## src/spc_pkg.sv

```systemverilog
// constants, offsets and types shared by the common-command block
package spc_pkg;
	localparam int          ADDR_W        = 8;
	localparam int          DATA_W        = 32;
	localparam int          STRB_W        = 4;
	localparam int          BYTE_W        = 8;
	localparam logic [7:0]  OFF_CMD       = 8'h00;
	localparam logic [7:0]  OFF_ESR       = 8'h04;
	localparam logic [7:0]  OFF_OUTQ      = 8'h08;
	localparam logic [7:0]  OFF_PRE       = 8'h0c;
	localparam logic [7:0]  OFF_STAT      = 8'h10;
	localparam logic [7:0]  OFF_INTST     = 8'h14;
	localparam logic [7:0]  OFF_INTMSK    = 8'h18;
	localparam logic [7:0]  OFF_LRNIN     = 8'h1c;
	localparam logic [7:0]  OFF_SETUP     = 8'h20;
	localparam int          CMD_OP_LSB    = 0;
	localparam int          CMD_ARG_LSB   = 8;
	localparam int          ARG_W         = 16;
	localparam logic [15:0] PRE_MAX       = 16'h00ff;
	localparam logic [7:0]  OP_IST_Q      = 8'h01;
	localparam logic [7:0]  OP_LRN_Q      = 8'h02;
	localparam logic [7:0]  OP_OPC        = 8'h03;
	localparam logic [7:0]  OP_OPC_Q      = 8'h04;
	localparam logic [7:0]  OP_PRE        = 8'h05;
	localparam logic [7:0]  OP_PRE_Q      = 8'h06;
	localparam logic [7:0]  OP_CLS        = 8'h07;
	localparam logic [7:0]  OP_ESR_Q      = 8'h08;
	localparam int          ESR_OPC       = 0;
	localparam int          ESR_QYE       = 2;
	localparam int          ESR_EXE       = 4;
	localparam int          ESR_CME       = 5;
	localparam int          OUTQ_VALID    = 8;
	localparam int          OUTQ_EOI      = 9;
	localparam int          STAT_IST      = 0;
	localparam int          STAT_BUSY     = 1;
	localparam int          STAT_STB_LSB  = 8;
	localparam int          INT_RESP      = 0;
	localparam int          INT_OPC       = 1;
	localparam int          INT_ERR       = 2;
	localparam int          INT_W         = 3;
	localparam int          SETUP_IDX_LSB = 8;
	localparam int          SETUP_AW      = 4;
	localparam int          IDX_W         = 5;
	localparam logic [4:0]  SETUP_BYTES   = 5'h10;
	localparam logic [4:0]  SETUP_LAST    = 5'h0f;
	localparam logic [10:0] LRN_MAX_BYTES = 11'h7d0;
	localparam logic [7:0]  CH_0          = 8'h30;
	localparam logic [7:0]  CH_1          = 8'h31;
	localparam logic [7:0]  CH_LF         = 8'h0a;
	localparam logic [7:0]  DEC_HUND      = 8'h64;
	localparam logic [7:0]  DEC_TEN       = 8'h0a;
	localparam logic [1:0]  RESP_OKAY     = 2'h0;
	localparam logic [1:0]  RESP_SLVERR   = 2'h2;
	typedef enum logic [1:0] {ST_IDLE, ST_EMIT, ST_LEARN, ST_LEARN_END} spc_state_t;
endpackage

```

## src/spc_sync.sv

```systemverilog
// two-flop synchroniser for the status byte pins
`timescale 1ns/1ps
`default_nettype none
module spc_sync import spc_pkg::*; (
	input  wire logic              clk,
	input  wire logic              reset,
	input  wire logic [BYTE_W-1:0] asyncIn,
	output var  logic [BYTE_W-1:0] syncOut
);
	logic [BYTE_W-1:0] meta_q;

	always_ff @(posedge clk) begin
		if (reset) begin
			meta_q  <= '0;
			syncOut <= '0;
		end else begin
			meta_q  <= asyncIn;
			syncOut <= meta_q;
		end
	end
endmodule // spc_sync
`default_nettype wire

```

## src/spc_setup_mem.sv

```systemverilog
// instrument setup memory with registered read data
`timescale 1ns/1ps
`default_nettype none
module spc_setup_mem import spc_pkg::*; (
	input  wire logic                clk,
	input  wire logic                reset,
	input  wire logic                wrEn,
	input  wire logic [SETUP_AW-1:0] wrAddr,
	input  wire logic [BYTE_W-1:0]   wrData,
	input  wire logic [SETUP_AW-1:0] rdAddr,
	output var  logic [BYTE_W-1:0]   rdData
);
	logic [BYTE_W-1:0] mem [0:(1<<SETUP_AW)-1];

	always_ff @(posedge clk) begin
		if (wrEn) begin
			mem[wrAddr] <= wrData;
		end
	end

	always_ff @(posedge clk) begin
		if (reset) begin
			rdData <= '0;
		end else begin
			rdData <= mem[rdAddr];
		end
	end
endmodule // spc_setup_mem
`default_nettype wire

```

## src/spc_common_cmd.sv

```systemverilog
// common-command interpreter: ist, learn, operation complete, parallel poll enable
`timescale 1ns/1ps
`default_nettype none
// Function
// RULE1 - individual status query returns current ist value, no parallel poll performed
// RULE2 - learn query answers with a message holding the full instrument setup
// RULE3 - learn response is always shorter than 2000 bytes
// RULE4 - final line feed of a response carries EOI; controller ends only on that
// RULE5 - a learn string written back restores the setup it describes
// RULE6 - operation complete command sets the OPC bit once nothing is pending
// RULE7 - nothing stays pending; each command finishes before the next starts
// RULE8 - operation complete query queues ASCII 1 once nothing is pending
// RULE9 - parallel poll enable loads an 8-bit mask; controller sends 0 to 255
// RULE10 - ist is 1 when any status bit and its enable bit are both set
// RULE11 - parallel poll enable query returns the stored mask
// RULE12 - OPC flag lives in bit 0 of the event status register
// RULE13 - event status register clears on clear-status and after its own query
// RULE14 - out-of-range mask is rejected, mask kept, execution error flagged
module spc_common_cmd import spc_pkg::*; (
	input  wire logic              clk,
	input  wire logic              reset,
	input  wire logic [ADDR_W-1:0] awaddr,
	input  wire logic              awvalid,
	output var  logic              awready,
	input  wire logic [DATA_W-1:0] wdata,
	input  wire logic [STRB_W-1:0] wstrb,
	input  wire logic              wvalid,
	output var  logic              wready,
	output var  logic [1:0]        bresp,
	output var  logic              bvalid,
	input  wire logic              bready,
	input  wire logic [ADDR_W-1:0] araddr,
	input  wire logic              arvalid,
	output var  logic              arready,
	output var  logic [DATA_W-1:0] rdata,
	output var  logic [1:0]        rresp,
	output var  logic              rvalid,
	input  wire logic              rready,
	input  wire logic [BYTE_W-1:0] statusByte,
	output var  logic              ist,
	output var  logic              irq
);
	function automatic logic [DATA_W-1:0] strbMask(input logic [STRB_W-1:0] s);
		logic [DATA_W-1:0] m;
		m = '0;
		for (int i = 0; i < STRB_W; i++) begin
			m[i*BYTE_W +: BYTE_W] = {BYTE_W{s[i]}};
		end
		return m;
	endfunction

	function automatic logic isMapped(input logic [ADDR_W-1:0] a);
		return a == OFF_CMD || a == OFF_ESR || a == OFF_OUTQ || a == OFF_PRE || a == OFF_STAT ||
			a == OFF_INTST || a == OFF_INTMSK || a == OFF_LRNIN || a == OFF_SETUP;
	endfunction

	// returns {length, bytes low first}; decimal digits then line feed
	function automatic logic [34:0] decimalResp(input logic [7:0] v);
		logic [7:0] h;
		logic [7:0] t;
		logic [7:0] o;
		h = v / DEC_HUND;
		t = (v / DEC_TEN) % DEC_TEN;
		o = v % DEC_TEN;
		if (h != '0) begin
			return {3'h4, CH_LF, CH_0 + o, CH_0 + t, CH_0 + h};
		end else if (t != '0) begin
			return {3'h3, 8'h00, CH_LF, CH_0 + o, CH_0 + t};
		end else begin
			return {3'h2, 16'h0000, CH_LF, CH_0 + o};
		end
	endfunction

	logic [ADDR_W-1:0]   awAddr_q;
	logic [DATA_W-1:0]   wData_q;
	logic [STRB_W-1:0]   wStrb_q;
	logic                awHeld_q;
	logic                wHeld_q;
	logic [7:0]          esr_q;
	logic [7:0]          pre_q;
	logic [INT_W-1:0]    intSt_q;
	logic [INT_W-1:0]    intMask_q;
	spc_state_t          state_q;
	logic [31:0]         respBytes_q;
	logic [2:0]          respLen_q;
	logic [2:0]          respIdx_q;
	logic [IDX_W-1:0]    lrnIdx_q;
	logic [IDX_W-1:0]    restIdx_q;
	logic [BYTE_W-1:0]   outqByte_q;
	logic                outqValid_q;
	logic                outqEoi_q;
	logic [10:0]         lrnCount_q;
	logic [BYTE_W-1:0]   stbSync;
	logic [BYTE_W-1:0]   memRdata;
	logic [DATA_W-1:0]   wrData;
	logic [DATA_W-1:0]   rdMux;
	logic [7:0]          cmdOp;
	logic [ARG_W-1:0]    cmdArg;
	logic [7:0]          esrSet;
	logic [INT_W-1:0]    intSet;
	logic                wrGo;
	logic                wrCmd;
	logic                cmdGo;
	logic                cmdBusy;
	logic                rdGo;
	logic                outqPop;
	logic                loadNow;
	logic                istRaw;
	logic                memWe;
	logic [SETUP_AW-1:0] memWaddr;
	logic [BYTE_W-1:0]   memWdata;

	spc_sync u_sync (
		.clk     (clk),
		.reset   (reset),
		.asyncIn (statusByte),
		.syncOut (stbSync)
	);

	spc_setup_mem u_mem (
		.clk    (clk),
		.reset  (reset),
		.wrEn   (memWe),
		.wrAddr (memWaddr),
		.wrData (memWdata),
		.rdAddr (lrnIdx_q[SETUP_AW-1:0]),
		.rdData (memRdata)
	);

	assign wrGo    = awHeld_q & wHeld_q & ~bvalid;
	assign wrData  = wData_q & strbMask(wStrb_q);
	assign wrCmd   = wrGo & (awAddr_q == OFF_CMD);
	assign cmdOp   = wrData[CMD_OP_LSB +: 8];
	assign cmdArg  = wrData[CMD_ARG_LSB +: ARG_W];
	assign cmdGo   = wrCmd & (state_q == ST_IDLE); // RULE7
	assign cmdBusy = wrCmd & (state_q != ST_IDLE);
	assign rdGo    = arvalid & arready;
	assign outqPop = rdGo & (araddr == OFF_OUTQ) & outqValid_q;
	assign loadNow = (state_q != ST_IDLE) & ~outqValid_q;
	assign istRaw  = |(stbSync & pre_q); // RULE10

	// setup writes and learn-string restore share the one write port
	always_comb begin
		memWe    = 1'b0;
		memWaddr = restIdx_q[SETUP_AW-1:0];
		memWdata = wrData[BYTE_W-1:0];
		if (wrGo && awAddr_q == OFF_SETUP) begin
			memWe    = 1'b1;
			memWaddr = wrData[SETUP_IDX_LSB +: SETUP_AW];
		end else if (wrGo && awAddr_q == OFF_LRNIN && restIdx_q < SETUP_BYTES) begin
			memWe    = 1'b1; // RULE5
		end
	end

	// restore accepts setup bytes in order; the next byte is the terminator
	always_ff @(posedge clk) begin
		if (reset) begin
			restIdx_q <= '0;
		end else if (wrGo && awAddr_q == OFF_LRNIN) begin
			restIdx_q <= (restIdx_q < SETUP_BYTES) ? restIdx_q + 5'h01 : '0; // RULE5
		end
	end

	always_ff @(posedge clk) begin
		if (reset) begin
			awready  <= 1'b1;
			wready   <= 1'b1;
			awHeld_q <= 1'b0;
			wHeld_q  <= 1'b0;
			bvalid   <= 1'b0;
			bresp    <= RESP_OKAY;
			awAddr_q <= '0;
			wData_q  <= '0;
			wStrb_q  <= '0;
		end else begin
			if (awvalid && awready) begin
				awAddr_q <= awaddr;
				awHeld_q <= 1'b1;
				awready  <= 1'b0;
			end
			if (wvalid && wready) begin
				wData_q <= wdata;
				wStrb_q <= wstrb;
				wHeld_q <= 1'b1;
				wready  <= 1'b0;
			end
			if (wrGo) begin
				bvalid   <= 1'b1;
				bresp    <= isMapped(awAddr_q) ? RESP_OKAY : RESP_SLVERR;
				awHeld_q <= 1'b0;
				wHeld_q  <= 1'b0;
			end
			if (bvalid && bready) begin
				bvalid  <= 1'b0;
				awready <= 1'b1;
				wready  <= 1'b1;
			end
		end
	end

	always_comb begin
		rdMux = '0;
		case (araddr)
			OFF_ESR:    rdMux[7:0] = esr_q;
			OFF_OUTQ:   rdMux[OUTQ_EOI:0] = {outqEoi_q, outqValid_q, outqByte_q};
			OFF_PRE:    rdMux[7:0] = pre_q; // RULE11
			OFF_STAT:   begin
				rdMux[STAT_IST]                  = ist;
				rdMux[STAT_BUSY]                 = state_q != ST_IDLE;
				rdMux[STAT_STB_LSB +: BYTE_W]    = stbSync;
			end
			OFF_INTST:  rdMux[INT_W-1:0] = intSt_q;
			OFF_INTMSK: rdMux[INT_W-1:0] = intMask_q;
			default:    rdMux = '0;
		endcase
	end

	always_ff @(posedge clk) begin
		if (reset) begin
			arready <= 1'b1;
			rvalid  <= 1'b0;
			rdata   <= '0;
			rresp   <= RESP_OKAY;
		end else begin
			if (rdGo) begin
				arready <= 1'b0;
				rvalid  <= 1'b1;
				rdata   <= rdMux;
				rresp   <= isMapped(araddr) ? RESP_OKAY : RESP_SLVERR;
			end
			if (rvalid && rready) begin
				rvalid  <= 1'b0;
				arready <= 1'b1;
			end
		end
	end

	// no pending operations exist, so opc is set in the same cycle as the command
	always_comb begin
		esrSet          = '0;
		esrSet[ESR_OPC] = cmdGo & (cmdOp == OP_OPC); // RULE6 RULE12
		esrSet[ESR_EXE] = cmdGo & (cmdOp == OP_PRE) & (cmdArg > PRE_MAX); // RULE14
		esrSet[ESR_QYE] = cmdBusy;
		esrSet[ESR_CME] = cmdGo & (cmdOp == '0 || cmdOp > OP_ESR_Q);
	end

	always_ff @(posedge clk) begin
		if (reset) begin
			esr_q <= '0;
		end else if (cmdGo && (cmdOp == OP_CLS || cmdOp == OP_ESR_Q)) begin
			esr_q <= esrSet; // RULE13
		end else begin
			esr_q <= esr_q | esrSet;
		end
	end

	always_ff @(posedge clk) begin
		if (reset) begin
			pre_q <= '0;
		end else if (cmdGo && cmdOp == OP_PRE && cmdArg <= PRE_MAX) begin
			pre_q <= cmdArg[7:0]; // RULE9 RULE14
		end
	end

	always_ff @(posedge clk) begin
		if (reset) begin
			ist <= 1'b0;
		end else begin
			ist <= istRaw; // RULE10
		end
	end

	always_ff @(posedge clk) begin
		if (reset) begin
			state_q     <= ST_IDLE;
			respBytes_q <= '0;
			respLen_q   <= '0;
			respIdx_q   <= '0;
			lrnIdx_q    <= '0;
			outqByte_q  <= '0;
			outqValid_q <= 1'b0;
			outqEoi_q   <= 1'b0;
		end else begin
			if (outqPop) begin
				outqValid_q <= 1'b0;
			end
			case (state_q)
				ST_IDLE: begin
					respIdx_q <= '0;
					if (cmdGo) begin
						case (cmdOp)
							OP_IST_Q: begin
								respBytes_q <= {16'h0000, CH_LF, CH_0 + {7'h00, ist}}; // RULE1
								respLen_q   <= 3'h2;
								state_q     <= ST_EMIT;
							end
							OP_OPC_Q: begin
								respBytes_q <= {16'h0000, CH_LF, CH_1}; // RULE8
								respLen_q   <= 3'h2;
								state_q     <= ST_EMIT;
							end
							OP_PRE_Q: begin
								{respLen_q, respBytes_q} <= decimalResp(pre_q); // RULE11
								state_q                  <= ST_EMIT;
							end
							OP_ESR_Q: begin
								{respLen_q, respBytes_q} <= decimalResp(esr_q);
								state_q                  <= ST_EMIT;
							end
							OP_LRN_Q: state_q <= ST_LEARN; // RULE2
							default:  state_q <= ST_IDLE;
						endcase
					end
				end
				ST_EMIT: if (loadNow) begin
					outqByte_q  <= respBytes_q[{respIdx_q[1:0], 3'h0} +: BYTE_W];
					outqEoi_q   <= respIdx_q == respLen_q - 3'h1; // RULE4
					outqValid_q <= 1'b1;
					respIdx_q   <= respIdx_q + 3'h1;
					if (respIdx_q == respLen_q - 3'h1) begin
						state_q <= ST_IDLE;
					end
				end
				// binary setup bytes may equal line feed; only the trailer carries eoi
				ST_LEARN: if (loadNow) begin
					outqByte_q  <= memRdata; // RULE2
					outqEoi_q   <= 1'b0;
					outqValid_q <= 1'b1;
					lrnIdx_q    <= lrnIdx_q + 5'h01;
					if (lrnIdx_q == SETUP_LAST) begin
						state_q <= ST_LEARN_END;
					end
				end
				ST_LEARN_END: if (loadNow) begin
					outqByte_q  <= CH_LF;
					outqEoi_q   <= 1'b1; // RULE4
					outqValid_q <= 1'b1;
					lrnIdx_q    <= '0;
					state_q     <= ST_IDLE;
				end
				default: state_q <= ST_IDLE;
			endcase
		end
	end

	always_comb begin
		intSet           = '0;
		intSet[INT_RESP] = loadNow;
		intSet[INT_OPC]  = esrSet[ESR_OPC];
		intSet[INT_ERR]  = esrSet[ESR_QYE] | esrSet[ESR_EXE] | esrSet[ESR_CME];
	end

	// write-one-to-clear; a new event in the same cycle survives the clear
	always_ff @(posedge clk) begin
		if (reset) begin
			intSt_q   <= '0;
			intMask_q <= '0;
			irq       <= 1'b0;
		end else begin
			if (wrGo && awAddr_q == OFF_INTST) begin
				intSt_q <= (intSt_q & ~wrData[INT_W-1:0]) | intSet;
			end else begin
				intSt_q <= intSt_q | intSet;
			end
			if (wrGo && awAddr_q == OFF_INTMSK) begin
				intMask_q <= wrData[INT_W-1:0];
			end
			irq <= |(intSt_q & intMask_q);
		end
	end

	always_ff @(posedge clk) begin
		if (reset) begin
			lrnCount_q <= '0;
		end else if (cmdGo && cmdOp == OP_LRN_Q) begin
			lrnCount_q <= '0;
		end else if (loadNow && state_q != ST_EMIT) begin
			lrnCount_q <= lrnCount_q + 11'h001; // RULE3
		end
	end

	property p_ist_follow;
		@(posedge clk) disable iff (reset) 1'b1 |=> ist == $past(|(stbSync & pre_q));
	endproperty
	a_ist_follow: assert property (p_ist_follow) else $error("ist not equal to enabled status"); // RULE10

	property p_pre_load;
		@(posedge clk) disable iff (reset) (cmdGo && cmdOp == OP_PRE && cmdArg <= PRE_MAX) |=> pre_q == $past(cmdArg[7:0]);
	endproperty
	a_pre_load: assert property (p_pre_load) else $error("mask not loaded"); // RULE9

	property p_pre_reject;
		@(posedge clk) disable iff (reset) (cmdGo && cmdOp == OP_PRE && cmdArg > PRE_MAX) |=> $stable(pre_q) && esr_q[ESR_EXE];
	endproperty
	a_pre_reject: assert property (p_pre_reject) else $error("bad mask not rejected"); // RULE14

	property p_opc_set;
		@(posedge clk) disable iff (reset) (cmdGo && cmdOp == OP_OPC) |=> esr_q[ESR_OPC];
	endproperty
	a_opc_set: assert property (p_opc_set) else $error("opc bit not set"); // RULE6

	property p_cls;
		@(posedge clk) disable iff (reset) (cmdGo && cmdOp == OP_CLS) |=> esr_q == 8'h00;
	endproperty
	a_cls: assert property (p_cls) else $error("event status not cleared"); // RULE13

	property p_opcq;
		@(posedge clk) disable iff (reset) (cmdGo && cmdOp == OP_OPC_Q && !outqValid_q) |-> ##2 outqValid_q && outqByte_q == CH_1;
	endproperty
	a_opcq: assert property (p_opcq) else $error("opc query answer missing"); // RULE8

	property p_istq;
		@(posedge clk) disable iff (reset) (cmdGo && cmdOp == OP_IST_Q && !outqValid_q) |-> ##2 outqByte_q == CH_0 + {7'h00, $past(ist, 2)};
	endproperty
	a_istq: assert property (p_istq) else $error("ist query answer wrong"); // RULE1

	property p_eoi_lf;
		@(posedge clk) disable iff (reset) (outqValid_q && outqEoi_q) |-> outqByte_q == CH_LF;
	endproperty
	a_eoi_lf: assert property (p_eoi_lf) else $error("eoi on a byte other than line feed"); // RULE4

	property p_lrn_len;
		@(posedge clk) disable iff (reset) lrnCount_q < LRN_MAX_BYTES;
	endproperty
	a_lrn_len: assert property (p_lrn_len) else $error("learn response too long"); // RULE3

	property p_busy;
		@(posedge clk) disable iff (reset) cmdBusy |=> esr_q[ESR_QYE] && $stable(pre_q);
	endproperty
	a_busy: assert property (p_busy) else $error("overlapping command not flagged"); // RULE7
endmodule // spc_common_cmd
`default_nettype wire

```

## config.mk

```make
export PLATFORM = sky130hd
export DESIGN_NAME = spc_common_cmd
export DESIGN_NICKNAME = d
export VERILOG_FILES = /design/src/spc_pkg.sv /design/src/spc_sync.sv /design/src/spc_setup_mem.sv /design/src/spc_common_cmd.sv
export SDC_FILE = /design/constraint.sdc
export NUM_CORES = 1
export LEC_CHECK = 0
export BUFFER_PORTS_ARGS = -buffer_cell sky130_fd_sc_hd__buf_4
export CAP_MARGIN = 20
export CORE_UTILIZATION = 39
export CTS_BUF_LIST = sky130_fd_sc_hd__clkbuf_16
export DETAILED_ROUTE_END_ITERATION = 16
export GPL_TIMING_DRIVEN = 0
export PLACE_DENSITY = 0.61
export SLEW_MARGIN = 30
export SYNTH_ARGS = -nofsm -noshare
export SYNTH_HDL_FRONTEND = slang
export SYNTH_SLANG_ARGS = --single-unit
```

## constraint.sdc

```tcl
create_clock -name clk -period 7.2 [get_ports clk]
set_input_delay 1.44 -clock clk [delete_from_list [all_inputs] [get_ports clk]]
set_output_delay 1.44 -clock clk [all_outputs]
set_load 0.05 [all_outputs]
```

# Yosys cells after proc, flatten, opt, wreduce, memory -nomap -nowiden
# Memory sizes are Yosys's and may differ from the RTL's. A register that Yosys moved wholly into a read port is not among the register bits.
# Index checks and enable logic that the tools add are counted.
# word_totals
wordCells	220
regBits	162
output_inout_bits	43
in_bits	67
ramBits	128
n_memories	1
# mem_list
name	depth	word_bits	read_ports	rd_clocked_by_memory_dff	wr	line_no	text
u_mem.mem	16	8	1	1	1	spc_setup_mem.sv:13	logic [BYTE_W-1:0] mem [0:(1<<SETUP_AW)-1];
# classes
bitwise_logic	25
n_addsub	11
div_mod_pow	8
magnitude_cmp	4
n_reduce_logical	59
shift	1
eq_ne	35
muxes	45
# ops
cell	count
$pmux 32 s4	1
$mux 35	2
$mux 33	2
$eq 8x5->1 const B	8
$add 6x8->8 const A	6
$eq 8x3->1 const B	6
$eq 8x4->1 const B	5
$mod 8x4->8 const B	4
$reduce_bool 8->1	4
$shiftx 32x6->8	1
$and 24x24->24	1
$logic_not 8->1	3
$mux 8	3
$pmux 8 s3	1
$logic_or 1x1->1	18
$div 8x4->8 const B	2
$div 8x7->8 const B	2
$eq 8x2->1 const B	2
$eq 8x6->1 const B	2
$gt 16x8->1 const B	1
$le 16x8->1 const B	1
$mux 2	8
$mux 5	3
$pmux 5 s3	1
other kinds (45)	101

# Logic depth before layout (Yosys ltp)
# Gate-level depths: netlist of the first run.
# logic_depth
depth_word	10
ltp_mapped	22
mapped_depth_nobuf	20

# Modules after synthesis
# A second synthesis of the first run with hierarchy kept.
# hier_totals
cells_unflattened	1316
area_unflattened_um2	13385.3
# modules_own_cells
mod	instances	cells_each	area_each_um2	seq_area_each_um2
spc_common_cmd	1	1024	7638.6	2662.6
spc_setup_mem	1	259	5282.6	4003.8
spc_sync	1	33	464.2	320.3

# Worst setup path after synthesis of the first run
# OpenSTA, ideal clock, no wires.
# synth_path
path_type	flip-flop to flip-flop
from	register pre_q[5]
to	register respLen_q[0]
n_path_buf	2
path_stages_with_launch	19
setup_ns	0.142
path_slack_ns	3.755
t_required_ns	7.058
period_less_slack_ns	3.445
arrival_ns	3.302
cell_sequence	dfxtp_1 buf_4 buf_4 nor2_1 o21ai_0 a22o_1 inv_1 ha_1 inv_1 a2111oi_4 o22a_2 inv_2 ha_1 or3_1 o22ai_1 a31oi_2 a21o_4 o21ai_4 a311oi_2
# synth_via
elab_chain_len	6
elab_cells_between_ends	8
cone_classes	div (3); mux (3); reduce/logical (2)
# synth_rtl
item	line_no	text
start: declaration	spc_common_cmd.sv:80	logic [7:0] pre_q;
start signal: assignment	spc_common_cmd.sv:261	pre_q <= cmdArg[7:0];
$div 8x4->8	spc_common_cmd.sv:63	t = (v / DEC_TEN) % DEC_TEN;
$mod 8x4->8	spc_common_cmd.sv:63	
$reduce_bool 8->1	spc_common_cmd.sv:67	end else if (t != '0) begin
$mux 33	spc_common_cmd.sv:67	
$mux 35 *	spc_common_cmd.sv:65	if (h != '0) begin
$pmux 3 s3 *	spc_common_cmd.sv:291	case (cmdOp)
end signal: assignment	spc_common_cmd.sv:303	{respLen_q, respBytes_q} <= decimalResp(pre_q);
end signal: assignment	spc_common_cmd.sv:307	{respLen_q, respBytes_q} <= decimalResp(esr_q);
end: declaration	spc_common_cmd.sv:85	logic [2:0] respLen_q;
# Mark *: on every way between the ends. The rest lies on a longest branch, timed or not.
# A chain may end at the register's enable or synchronous reset.

# Worst setup path after layout of the first run
# layout_path
from	register pre_q[7]
to	register respLen_q[0]
# Same word-level chain as after synthesis.

==> impl_metrics.py, run 1 <==
metrics = {
    "run_status": {
        "status": "finished, final reports clean",
    },
    "worst_setup_path": {
        "cp_top_family": "compound AO/OA/AOI/OAI gates",
        "cpMaxStageDelayCell": "dfxtp_1",
        "cp.required_ns": 7.62,
        "max_stage_delay_ns": 0.38,
        "cp_max_fo": 10,
        "rr_endpoint": "respLen_q[0]",
        "crit_path_start_kind": "register",
        "r2r_cells": 19,
        "r2r_setup_slack_ns": 3.11,
        "worstPathCellList": "buf_2 > inv_1 > clkbuf_1 > a21oi_1 > ha_1 > inv_1 > a2111oi_4 > o22a_2 > inv_2 > ha_1 > nor2_1 > nor2_1 > nor2_1 > nor2_1 > a21oi_1 > ha_1 > o2111ai_2 > o21ai_4 > a311oi_2",
        "cp_data_arrival_time_ns": 4.51,
        "crit_type": "register to register",
        "crit_buf_inv": 5,
        "endpoint_kind": "register",
        "crit_path_frequent_cell": "nor2_1",
        "reg2reg_from": "pre_q[7]",
    },
    "die": {
        "fp.dieH_um": 189,
        "rows": 68,
        "io-pin-count": 110,
        "die_area_um2": 35700,
        "start_util": 0.396,
        "fp.coreArea_um2": 34500,
        "die_w_um": 189,
    },
    "synth": {
        "synthCells": 1327,
        "yosysTopAreaCell": "edfxtp_1",
        "yosys.area.top_type_share": 0.282,
        "synth_flop_cell": "dfxtp_1",
        "postSynthAreaPerCell_um2": 10.3,
        "ys_ff_latch": 285,
        "ys_async_sr_fraction": 0,
        "synth-seq-area-share": 0.512,
        "synth_area_um2": 13600,
        "ys_top_cells_by_count": "nand2_1, dfxtp_1, nor2_1",
        "yosysMostFrequentCell": "nand2_1",
        "synth-edff-count": 128,
        "yosys-top-cells-area": "edfxtp_1, dfxtp_1, mux4_2, a21oi_1, nand2_1",
        "synth_warnings": 0,
        "yosysUniqueCellTypes": 95,
    },
    "cells_and_area": {
        "final_nets": 1540,
        "drive_gt1_frac": 0.168,
        "instances_no_fill": 1936,
        "area_growth_pct": 16.8,
        "diodes": 0,
    },
    "flow_run": {
        "max_cap_violations": 0,
    },
    "cts": {
        "cts-root-buf": "clkbuf_16",
        "cts_resized": 0,
        "clk_latency_ns": 0.58,
        "cts_buffers": 30,
        "postCtsSetupBuffers": 0,
        "cts_tree": "yes",
        "cts.clk_slew.worst_paths_ns": 0.06,
        "cts_hold_buf": 0,
        "cts_sinks": 285,
        "h-tree-depth": 1,
        "clockBufferDepth": 3,
    },
    "power_and_ir_drop": {
        "clockPowerShare": 0.463,
        "p_seq_frac": 0.489,
        "power.total_uw": 3510,
        "p_int_uw": 2740,
        "power.density_nw_per_um2": 221,
        "p_leak_uw": 0.00543,
        "vdd_ir_drop_max_v": 0.000219,
        "p_switching_uw": 778,
        "power_frac_comb": 0.048,
        "sw_frac_of_total": 0.221,
    },
    "min_path": {
        "hold_path_end": "u_sync.syncOut[0]",
        "hp-start": "u_sync.meta_q[0]",
        "whs_path_depth": 1,
        "hold_class": "register to register",
    },
    "sta": {
        "tns_ns": 0,
        "hold_viol": 0,
        "setup_viol": 0,
        "max_freq_mhz": 244,
        "finalCriticalPeriod_ns": 4.09,
        "maxSlewViolCount": 0,
        "fin_crit_sh": 0.569,
        "relSlewSlack": 0.335,
        "grt_setup_unrepaired": "no",
        "worstMarginPinSlew_ns": 0.997,
        "skew_ns": 0.0140,
    },
    "route": {
        "wl_per_cell_um": 19.2,
        "ant_nets": 0,
        "vias": 10700,
        "routed_wl_um": 37200,
        "drc_errors": 0,
        "first_pass_iters": 6,
        "drtIter0Drc": 1052,
        "vias_per_cell": 5.52,
    },
    "placed_design": {
        "place_hpwl_um": 27400,
        "portBuffers": 81,
        "gp_congestion": 0.925,
        "place_inst": 1880,
    },
    "global_route": {
        "grt_max_degree": 20,
        "grt_pass1_wl_um": 58100,
        "grt_usage": 0.209,
        "grt_pass1_vias": 10200,
        "antenna_found_initial": 0,
        "grt_overflow": 0,
    },
}
-- per-layer routing --
metal | global-route usage | vias to the layer above | wire (µm)
met5 | 0 | - | 0
met4 | 0.0596 | 0 | 888
met3 | 0.0248 | 69 | 2070
met2 | 0.354 | 338 | 18100
met1 | 0.280 | 5185 | 16100
li1 | - | 5100 | -
-- per-stage QoR --
| stage | util | setup slack (ns) | hold slack, ns | cell area [µm²] |
|---|---|---|---|---|
| 2_1_floorplan | - | 3.76 | 0.414 | 13700 |
| 3_3_place_gp | 0.432 | 3.15 | 0.420 | 14900 |
| 3_5_place_dp | 0.432 | 3.13 | 0.424 | 14900 |
| 4_1_cts | 0.462 | 3.12 | 0.437 | 15900 |
| 5_1_grt | 0.462 | 2.66 | 0.458 | 15900 |
| 6_report | 0.462 | 3.11 | 0.433 | 15900 |
-- power by group through the flow --
| stage | sequential, µW | clock, µW | combinational (µW) |
|---|---|---|---|
| floorplan | 1760 | 0 | 101 |
| global placement | 1750 | 0 | 168 |
| detailed placement | 1750 | 0 | 170 |
| CTS | 1720 | 1650 | 171 |
| global route | 1720 | 1710 | 185 |
| finish | 1720 | 1630 | 170 |
-- placed cells by master (no fill, tap or decap), types with 7 or more instances in the layout --
cell type | netlist | layout
nand2_1 | 159 | 159
dfxtp_1 | 157 | 157
nor2_1 | 148 | 148
edfxtp_1 | 128 | 128
a21oi_1 | 126 | 126
buf_4 | 24 | 105
clkbuf_1 | 63 | 63
o21ai_0 | 45 | 45
mux4_2 | 40 | 40
nor2b_1 | 37 | 37
inv_1 | 28 | 36
clkbuf_16 | 0 | 30
nand3_1 | 28 | 28
nor3_1 | 24 | 24
a22oi_1 | 24 | 24
conb_1 | 2 | 19
mux2i_1 | 18 | 18
nand2b_1 | 17 | 17
a31oi_1 | 16 | 16
ha_1 | 16 | 16
and2_1 | 13 | 13
o211ai_1 | 13 | 13
and3_1 | 11 | 11
mux2_2 | 11 | 11
o22ai_1 | 10 | 10
nor4_1 | 10 | 10
a221oi_1 | 8 | 8
buf_2 | 7 | 7
xnor2_1 | 7 | 7
-- cell families after synthesis --
kind of cell / share of synthesized area
fa+ha+maj: 0.0147
xor+xnor: 0.00770
flops: 0.512
compound gates: 0.164
other cells: 0.000551
buf+inv: 0.0436
simple gates: 0.169
mux: 0.0883
-- sequential cells by signal, summed over array words and instances (netlist names), 16 cells and up --
signal       count
respBytes_q     25
wData_q         24
rdata           16
u_mem.mem      128
-- worst max-delay path by stage --
stage,from,endpoint,slack [ns],depth (start not counted)
6_report,pre_q[7],respLen_q[0],3.11,19
5_1_grt,pre_q[7],respBytes_q[2],2.66,16
4_1_cts,pre_q[7],respBytes_q[2],3.12,16
3_5_place_dp,pre_q[7],respBytes_q[2],3.13,16
3_3_place_gp,pre_q[7],respBytes_q[2],3.15,16
2_1_floorplan,pre_q[5],respLen_q[0],3.76,18
-- worst reg2reg max path, stage by stage, from the launching register on --
cell       delay (ns)
dfxtp_1          0.38
buf_2            0.25
inv_1            0.11
clkbuf_1         0.24
a21oi_1          0.28
ha_1             0.35
inv_1            0.12
a2111oi_4        0.23
o22a_2           0.28
inv_2            0.06
ha_1             0.17
nor2_1           0.17
nor2_1           0.08
nor2_1           0.14
nor2_1           0.07
a21oi_1          0.12
ha_1             0.22
o2111ai_2        0.23
o21ai_4          0.32
a311oi_2         0.13
-- final cells by class --
type / count / area, µm²
fillers: 3264 / 18500
well taps: 455 / 569
flip-flops and latches: 285 / 6990
clock buffers: 30 / 751
inverters: 29 / 109
plain buffers: 101 / 485
repair buffers: 81 / 608
multi-input cells: 929 / 6120
clock inverters: 26 / 298
No activity file was read; power rests on OpenSTA's default activity.
==> inputs of run 2 (changes only) <==
Settings changed: ABC_AREA set to 1, PLACE_DENSITY 0.61 to 0.63.
Clock period 7.2 ns to 3.45 ns, I/O delays scaled along.
==> run 2 against run 1 <==
The flow now finishes with violations (setup timing). Critical endpoint is now respBytes_q[12]. Critical path type unchanged. Area after synthesis shrank 3.2%. Register-to-register slack lost 3.5 ns. Global-route usage grew 1.5 points. Flip-flop and latch count is the same. Clock power grew 100%. Final area grew 1.5%. Wire length grew 4.2%.
==> impl_metrics.py, run 2 <==
metrics = {
    "run_status": {
        "status": "finished with violations",
        "violations": "setup timing",
    },
    "cells_and_area": {
        "mostFrequentLayoutCell": "nor2_1",
        "largest_register": "u_mem.mem",
        "largest_register_ffs": 128,
        "drive_gt1_frac": 0.189,
        "diodes": 0,
        "final_nets": 1808,
        "area_growth_pct": 22.5,
        "post-route-util": 0.483,
        "reg.largest.list": "u_mem.mem (128), respBytes_q (25), wData_q (24)",
        "final_cell_mix": "nor2_1, nand2_1, o21ai_0",
    },
    "synth": {
        "synth-seq-area-share": 0.529,
        "yosys-top-cells-area": "edfxtp_1, dfxtp_1, nor2_1, o21ai_0, nand2_1",
        "synthCells": 1553,
        "synth_flop_cell": "dfxtp_1",
        "postSynthAreaPerCell_um2": 8.50,
        "yosysTopAreaCell": "edfxtp_1",
        "synth_area_um2": 13200,
        "ys_async_sr_fraction": 0,
        "synth_warnings": 0,
        "ys_ff_latch": 285,
        "ys_top_cells_by_count": "nor2_1, nand2_1, o21ai_0",
        "yosysMostFrequentCell": "nor2_1",
        "synth-edff-count": 128,
        "yosysUniqueCellTypes": 53,
        "yosys.area.top_type_share": 0.291,
    },
    "die": {
        "fp.coreArea_um2": 33400,
        "fp.dieH_um": 186,
        "die_w_um": 186,
        "die_area_um2": 34600,
        "io-pin-count": 110,
        "start_util": 0.395,
        "rows": 67,
    },
    "cts": {
        "cts_tree": "yes",
        "cts_sinks": 285,
        "clockBufferDepth": 3,
        "h-tree-depth": 1,
        "clk_latency_ns": 0.56,
        "cts-root-buf": "clkbuf_16",
        "cts.clk_slew.worst_paths_ns": 0.06,
        "cts_buffers": 31,
    },
    "global_route": {
        "grt_pass1_vias": 10800,
        "antenna_found_initial": 0,
        "grt_usage": 0.224,
        "grt_overflow": 0,
        "grt_pass1_wl_um": 59500,
        "grt_max_degree": 19,
    },
    "sta": {
        "setup_slack_ns": -0.437,
        "grt_setup_unrepaired": "yes",
        "hold_viol": 0,
        "setup_viol": 17,
        "max_freq_mhz": 257,
        "finalCriticalPeriod_ns": 3.89,
        "relSlewSlack": 0.448,
        "maxSlewViolCount": 0,
        "worstMarginPinSlew_ns": 0.820,
        "skew_ns": 0.0147,
        "fin_crit_sh": 1.13,
    },
    "placed_design": {
        "portBuffers": 81,
        "dp_slack_ns": -0.673,
        "gp_congestion": 0.917,
        "place_hpwl_um": 27800,
    },
    "power_and_ir_drop": {
        "power.density_nw_per_um2": 453,
        "vdd_ir_drop_max_v": 0.000376,
        "p_leak_uw": 0.00657,
    },
    "worst_setup_path": {
        "endpoint_kind": "register",
        "crit_buf_inv": 4,
        "crit_type": "register to register",
        "cp_data_arrival_time_ns": 4.30,
        "crit_path_frequent_cell": "nand2_4",
        "cp.required_ns": 3.86,
        "cp_max_fo": 7,
        "max_stage_delay_ns": 0.34,
        "crit_path_start_kind": "register",
        "cpMaxStageDelayCell": "dfxtp_2",
        "cp_top_family": "simple AND/OR/NAND/NOR gates",
    },
    "min_path": {
        "hold_class": "primary input to register",
    },
    "route": {
        "first_pass_iters": 5,
        "drc_errors": 0,
        "drtIter0Drc": 1085,
        "wl_per_cell_um": 17.7,
        "routed_wl_um": 38800,
        "vias": 11700,
        "ant_nets": 0,
        "vias_per_cell": 5.32,
    },
    "flow_run": {
        "max_cap_violations": 0,
    },
}
-- run 2: changes by cell type in the layout (fill, tap and decap cells not counted), sizes merged, moves of 37 or more --
cell and change:
o21ai +130, inv +131, nor2b -37, nand2 +97, nor2 +99, mux4 -40, nand3 +42
-- run 2: repair_timing --
item / CTS / global route
endpoints found under the setup margin: 42 / 150
hold buffers: 0 / 0
cloned: 0 / 0
resized for setup: 58 / 39
pin swaps: 35 / 31
setup buffers: 29 / 12
-- run 2: layer usage --
layer,vias up,GRT usage,share of wire
met5,-,0,0
met1,5537,0.313,0.44
met4,0,0.0656,0.024
li1,5606,-,-
met2,489,0.357,0.45
met3,67,0.0325,0.081
-- run 2: logic make-up (layout without fill, tap and decap cells) --
group / Yosys count / after routing / synth area share
fa+ha+maj: 16 / 16 / 0.0152
other cells: 2 / 19 / 0.000569
compound gates: 383 / 383 / 0.167
xor+xnor: 10 / 10 / 0.00664
buf+inv: 241 / 420 / 0.0745
simple gates: 616 / 616 / 0.207
flops: 285 / 285 / 0.529
-- run 2: worst paths after layout --
check                                      start                 to  slack (ns)  cells after the start
worst min register to register  u_sync.meta_q[3]  u_sync.syncOut[3]        0.40                      2
worst max register to register          pre_q[7]    respBytes_q[12]       -0.44                     35
worst min-delay path               statusByte[4]   u_sync.meta_q[4]        0.35                      3
worst max-delay path                    pre_q[7]    respBytes_q[12]       -0.44                     35
-- run 2: power by group --
part | leakage [µW] | total, µW | switching, µW | internal, µW
registers | 0.00256 | 3610 | 36.1 | 3580
logic | 0.00347 | 447 | 307 | 140
clock network | 0.000531 | 3260 | 1330 | 1930
total | 0.00657 | 7320 | 1670 | 5650
-- run 2: cell type report --
cell class                 count  area, µm²
multi-input combinational   1044       5630
fill                        3224      17300
clock inverter                26        234
tap                          448        561
buffer                        78        384
inverter                     163        667
sequential                   285       7000
timing repair buffer         122        920
clock buffer                  31        776
-- run 2: metrics by stage --
stage / total power (µW) / setup TNS (ns) / instance area [µm²] / cells / hold slack [ns]
2_1_floorplan: 3960 / -0.394 / 13300 / 1570 / 0.388
3_3_place_gp: 4110 / -12.92 / 14500 / 2099 / 0.397
3_5_place_dp: 4120 / -14.50 / 14500 / 2099 / 0.398
4_1_cts: 7350 / -5.70 / 16000 / 2185 / 0.335
5_1_grt: 7560 / -10.48 / 16200 / 2197 / 0.335
6_report: 7320 / -5.79 / 16200 / 2197 / 0.350
-- run 2: worst reg2reg max path: cells and delay by family (launching register included) --
family	cells	cell delay, ns
AOI/OAI and AO/OA	2	0.24
adders and majority gates	2	0.27
buffers and inverters	4	0.27
DFF	1	0.34
and+or+nand+nor	27	2.63
==> inputs of run 3 (changes only) <==
Settings changed: PLACE_DENSITY 0.63 to 0.61.
Clock period 3.45 ns to 4.6 ns, I/O delays scaled along.
==> run 3 against run 2 <==
The flow finishes with violations (DRC). Sequential power shrank 25%. Global-route usage shrank 0.48 points. Die area is the same. Combinational power shrank 27%. Power shrank 27%. Critical path depth grew 4. Via count shrank 3.6%. Sequential share of layout area grew 2.1 points. Clock-buffer cell count is the same. Clock power shrank 29%. Maximum frequency shrank 7.5%. First-iteration DRC count grew 10%. Critical path type unchanged. Critical endpoint unchanged. Highest routed layer unchanged.
==> impl_metrics.py, run 3 (synthesized netlist as in run 2, its figures left out) <==
metrics = {
    "cells_and_area": {
        "largest_register": "u_mem.mem",
        "largest_register_ffs": 128,
        "diodes": 0,
        "seqCellArea_um2": 6990,
        "drive_gt1_frac": 0.129,
        "mostFrequentLayoutCell": "nor2_1",
        "area_growth_pct": 16.7,
        "nFillCells": 3271,
        "final_nets": 1767,
        "reg.largest.list": "u_mem.mem (128), respBytes_q (25), wData_q (24)",
        "multiInputGateArea_um2": 5310,
        "post-route-util": 0.461,
        "final_cell_mix": "nor2_1, nand2_1, o21ai_0",
    },
    "run_status": {
        "status": "finished with violations",
        "violations": "DRC",
    },
    "die": {
        "die_area_um2": 34600,
        "fp.coreArea_um2": 33400,
        "die_w_um": 186,
        "rows": 67,
        "io-pin-count": 110,
        "fp.dieH_um": 186,
        "start_util": 0.395,
    },
    "worst_setup_path": {
        "r2r_cells": 39,
        "crit_buf_inv": 6,
        "cpMaxStageDelayCell": "dfxtp_1",
        "cp_data_arrival_time_ns": 4.61,
        "crit_path_frequent_cell": "nand2_1",
        "cp.depth": 39,
        "cp_max_fo": 9,
        "max_stage_delay_ns": 0.33,
        "r2r_setup_slack_ns": 0.40,
        "cp.required_ns": 5.00,
        "crit_type": "register to register",
        "cp_top_family": "simple AND/OR/NAND/NOR gates",
        "crit_path_start_kind": "register",
        "endpoint_kind": "register",
    },
    "sta": {
        "finalCriticalPeriod_ns": 4.20,
        "tns_ns": 0,
        "worstMarginPinSlew_ns": 0.946,
        "hold_ws_ns": 0.402,
        "grt_setup_unrepaired": "no",
        "maxSlewViolCount": 0,
        "hold_viol": 0,
        "relSlewSlack": 0.363,
        "fin_crit_sh": 0.914,
        "setup_viol": 0,
        "skew_ns": 0.0134,
        "max_freq_mhz": 238,
    },
    "cts": {
        "cts-root-buf": "clkbuf_16",
        "cts.clk_slew.worst_paths_ns": 0.06,
        "cts_sinks": 285,
        "clk_latency_ns": 0.55,
        "clockBufferDepth": 3,
        "h-tree-depth": 1,
        "cts_tree": "yes",
        "cts_buffers": 30,
    },
    "route": {
        "drtIter0Drc": 1197,
        "routed_wl_um": 37400,
        "first_pass_iters": 12,
        "vias": 11300,
        "vias_per_cell": 5.23,
        "ant_nets": 0,
        "drc_errors": 2,
        "wl_per_cell_um": 17.4,
    },
    "power_and_ir_drop": {
        "vdd_ir_drop_max_v": 0.000211,
        "power.density_nw_per_um2": 347,
        "p_leak_uw": 0.00630,
    },
    "global_route": {
        "grt_pass1_wl_um": 57800,
        "grt_pass1_vias": 10500,
        "grt_overflow": 0,
        "grt_usage": 0.219,
        "antenna_found_initial": 0,
        "grt_max_degree": 19,
    },
    "placed_design": {
        "gp_congestion": 0.925,
        "portBuffers": 81,
        "place_hpwl_um": 27900,
    },
    "flow_run": {
        "max_cap_violations": 0,
    },
    "min_path": {
        "hold_class": "register to register",
        "whs_path_depth": 2,
    },
}
run 3: metal layers:
metal,wire length (µm),track usage
met1,16700,0.315
met2,16700,0.344
met3,3190,0.0284
met4,843,0.0593
met5,0,0
run 3: report_power, final:
group          switching [µW]  internal (µW)
Combinational             223            102
Clock                     979           1330
Sequential               26.9           2680
run 3: what timing repair did:
action,CTS,global route
buffers inserted,0,1
setup endpoints to repair,0,13
hold buffers,0,0
gates resized for setup,0,7
run 3: cell type report:
type	instances	area share
Clock buffer	31	0.0504
Timing Repair Buffer	82	0.0400
Clock inverter	25	0.0111
Buffer	78	0.0240
Multi-Input combinational cell	1044	0.344
Tap cell	448	0.0364
Inverter	163	0.0401
Sequential cell	285	0.454
run 3: per-stage QoR:
stage | instances | total power, µW | instance area [µm²] | setup slack (ns)
final | 2156 | 5340 | 15400 | 0.397
after floorplan | 1570 | 2970 | 13300 | 1.02
after CTS | 2155 | 5370 | 15400 | 0.283
after global placement | 2099 | 3080 | 14400 | 0.376
after global routing | 2156 | 5520 | 15400 | 0.0118
after detailed placement | 2099 | 3090 | 14400 | 0.303
run 3: worst min-delay path, stage by stage (launching register included):
cell,delay (ns)
dfxtp_1,0.29
inv_1,0.04
nor2_1,0.03
run 3: path summary, 6_finish.rpt:
path                         start           endpoint
hold reg to reg   u_sync.meta_q[6]  u_sync.syncOut[6]
setup reg to reg          pre_q[7]    respBytes_q[12]
hold / removal    u_sync.meta_q[6]  u_sync.syncOut[6]
setup / recovery          pre_q[7]    respBytes_q[12]
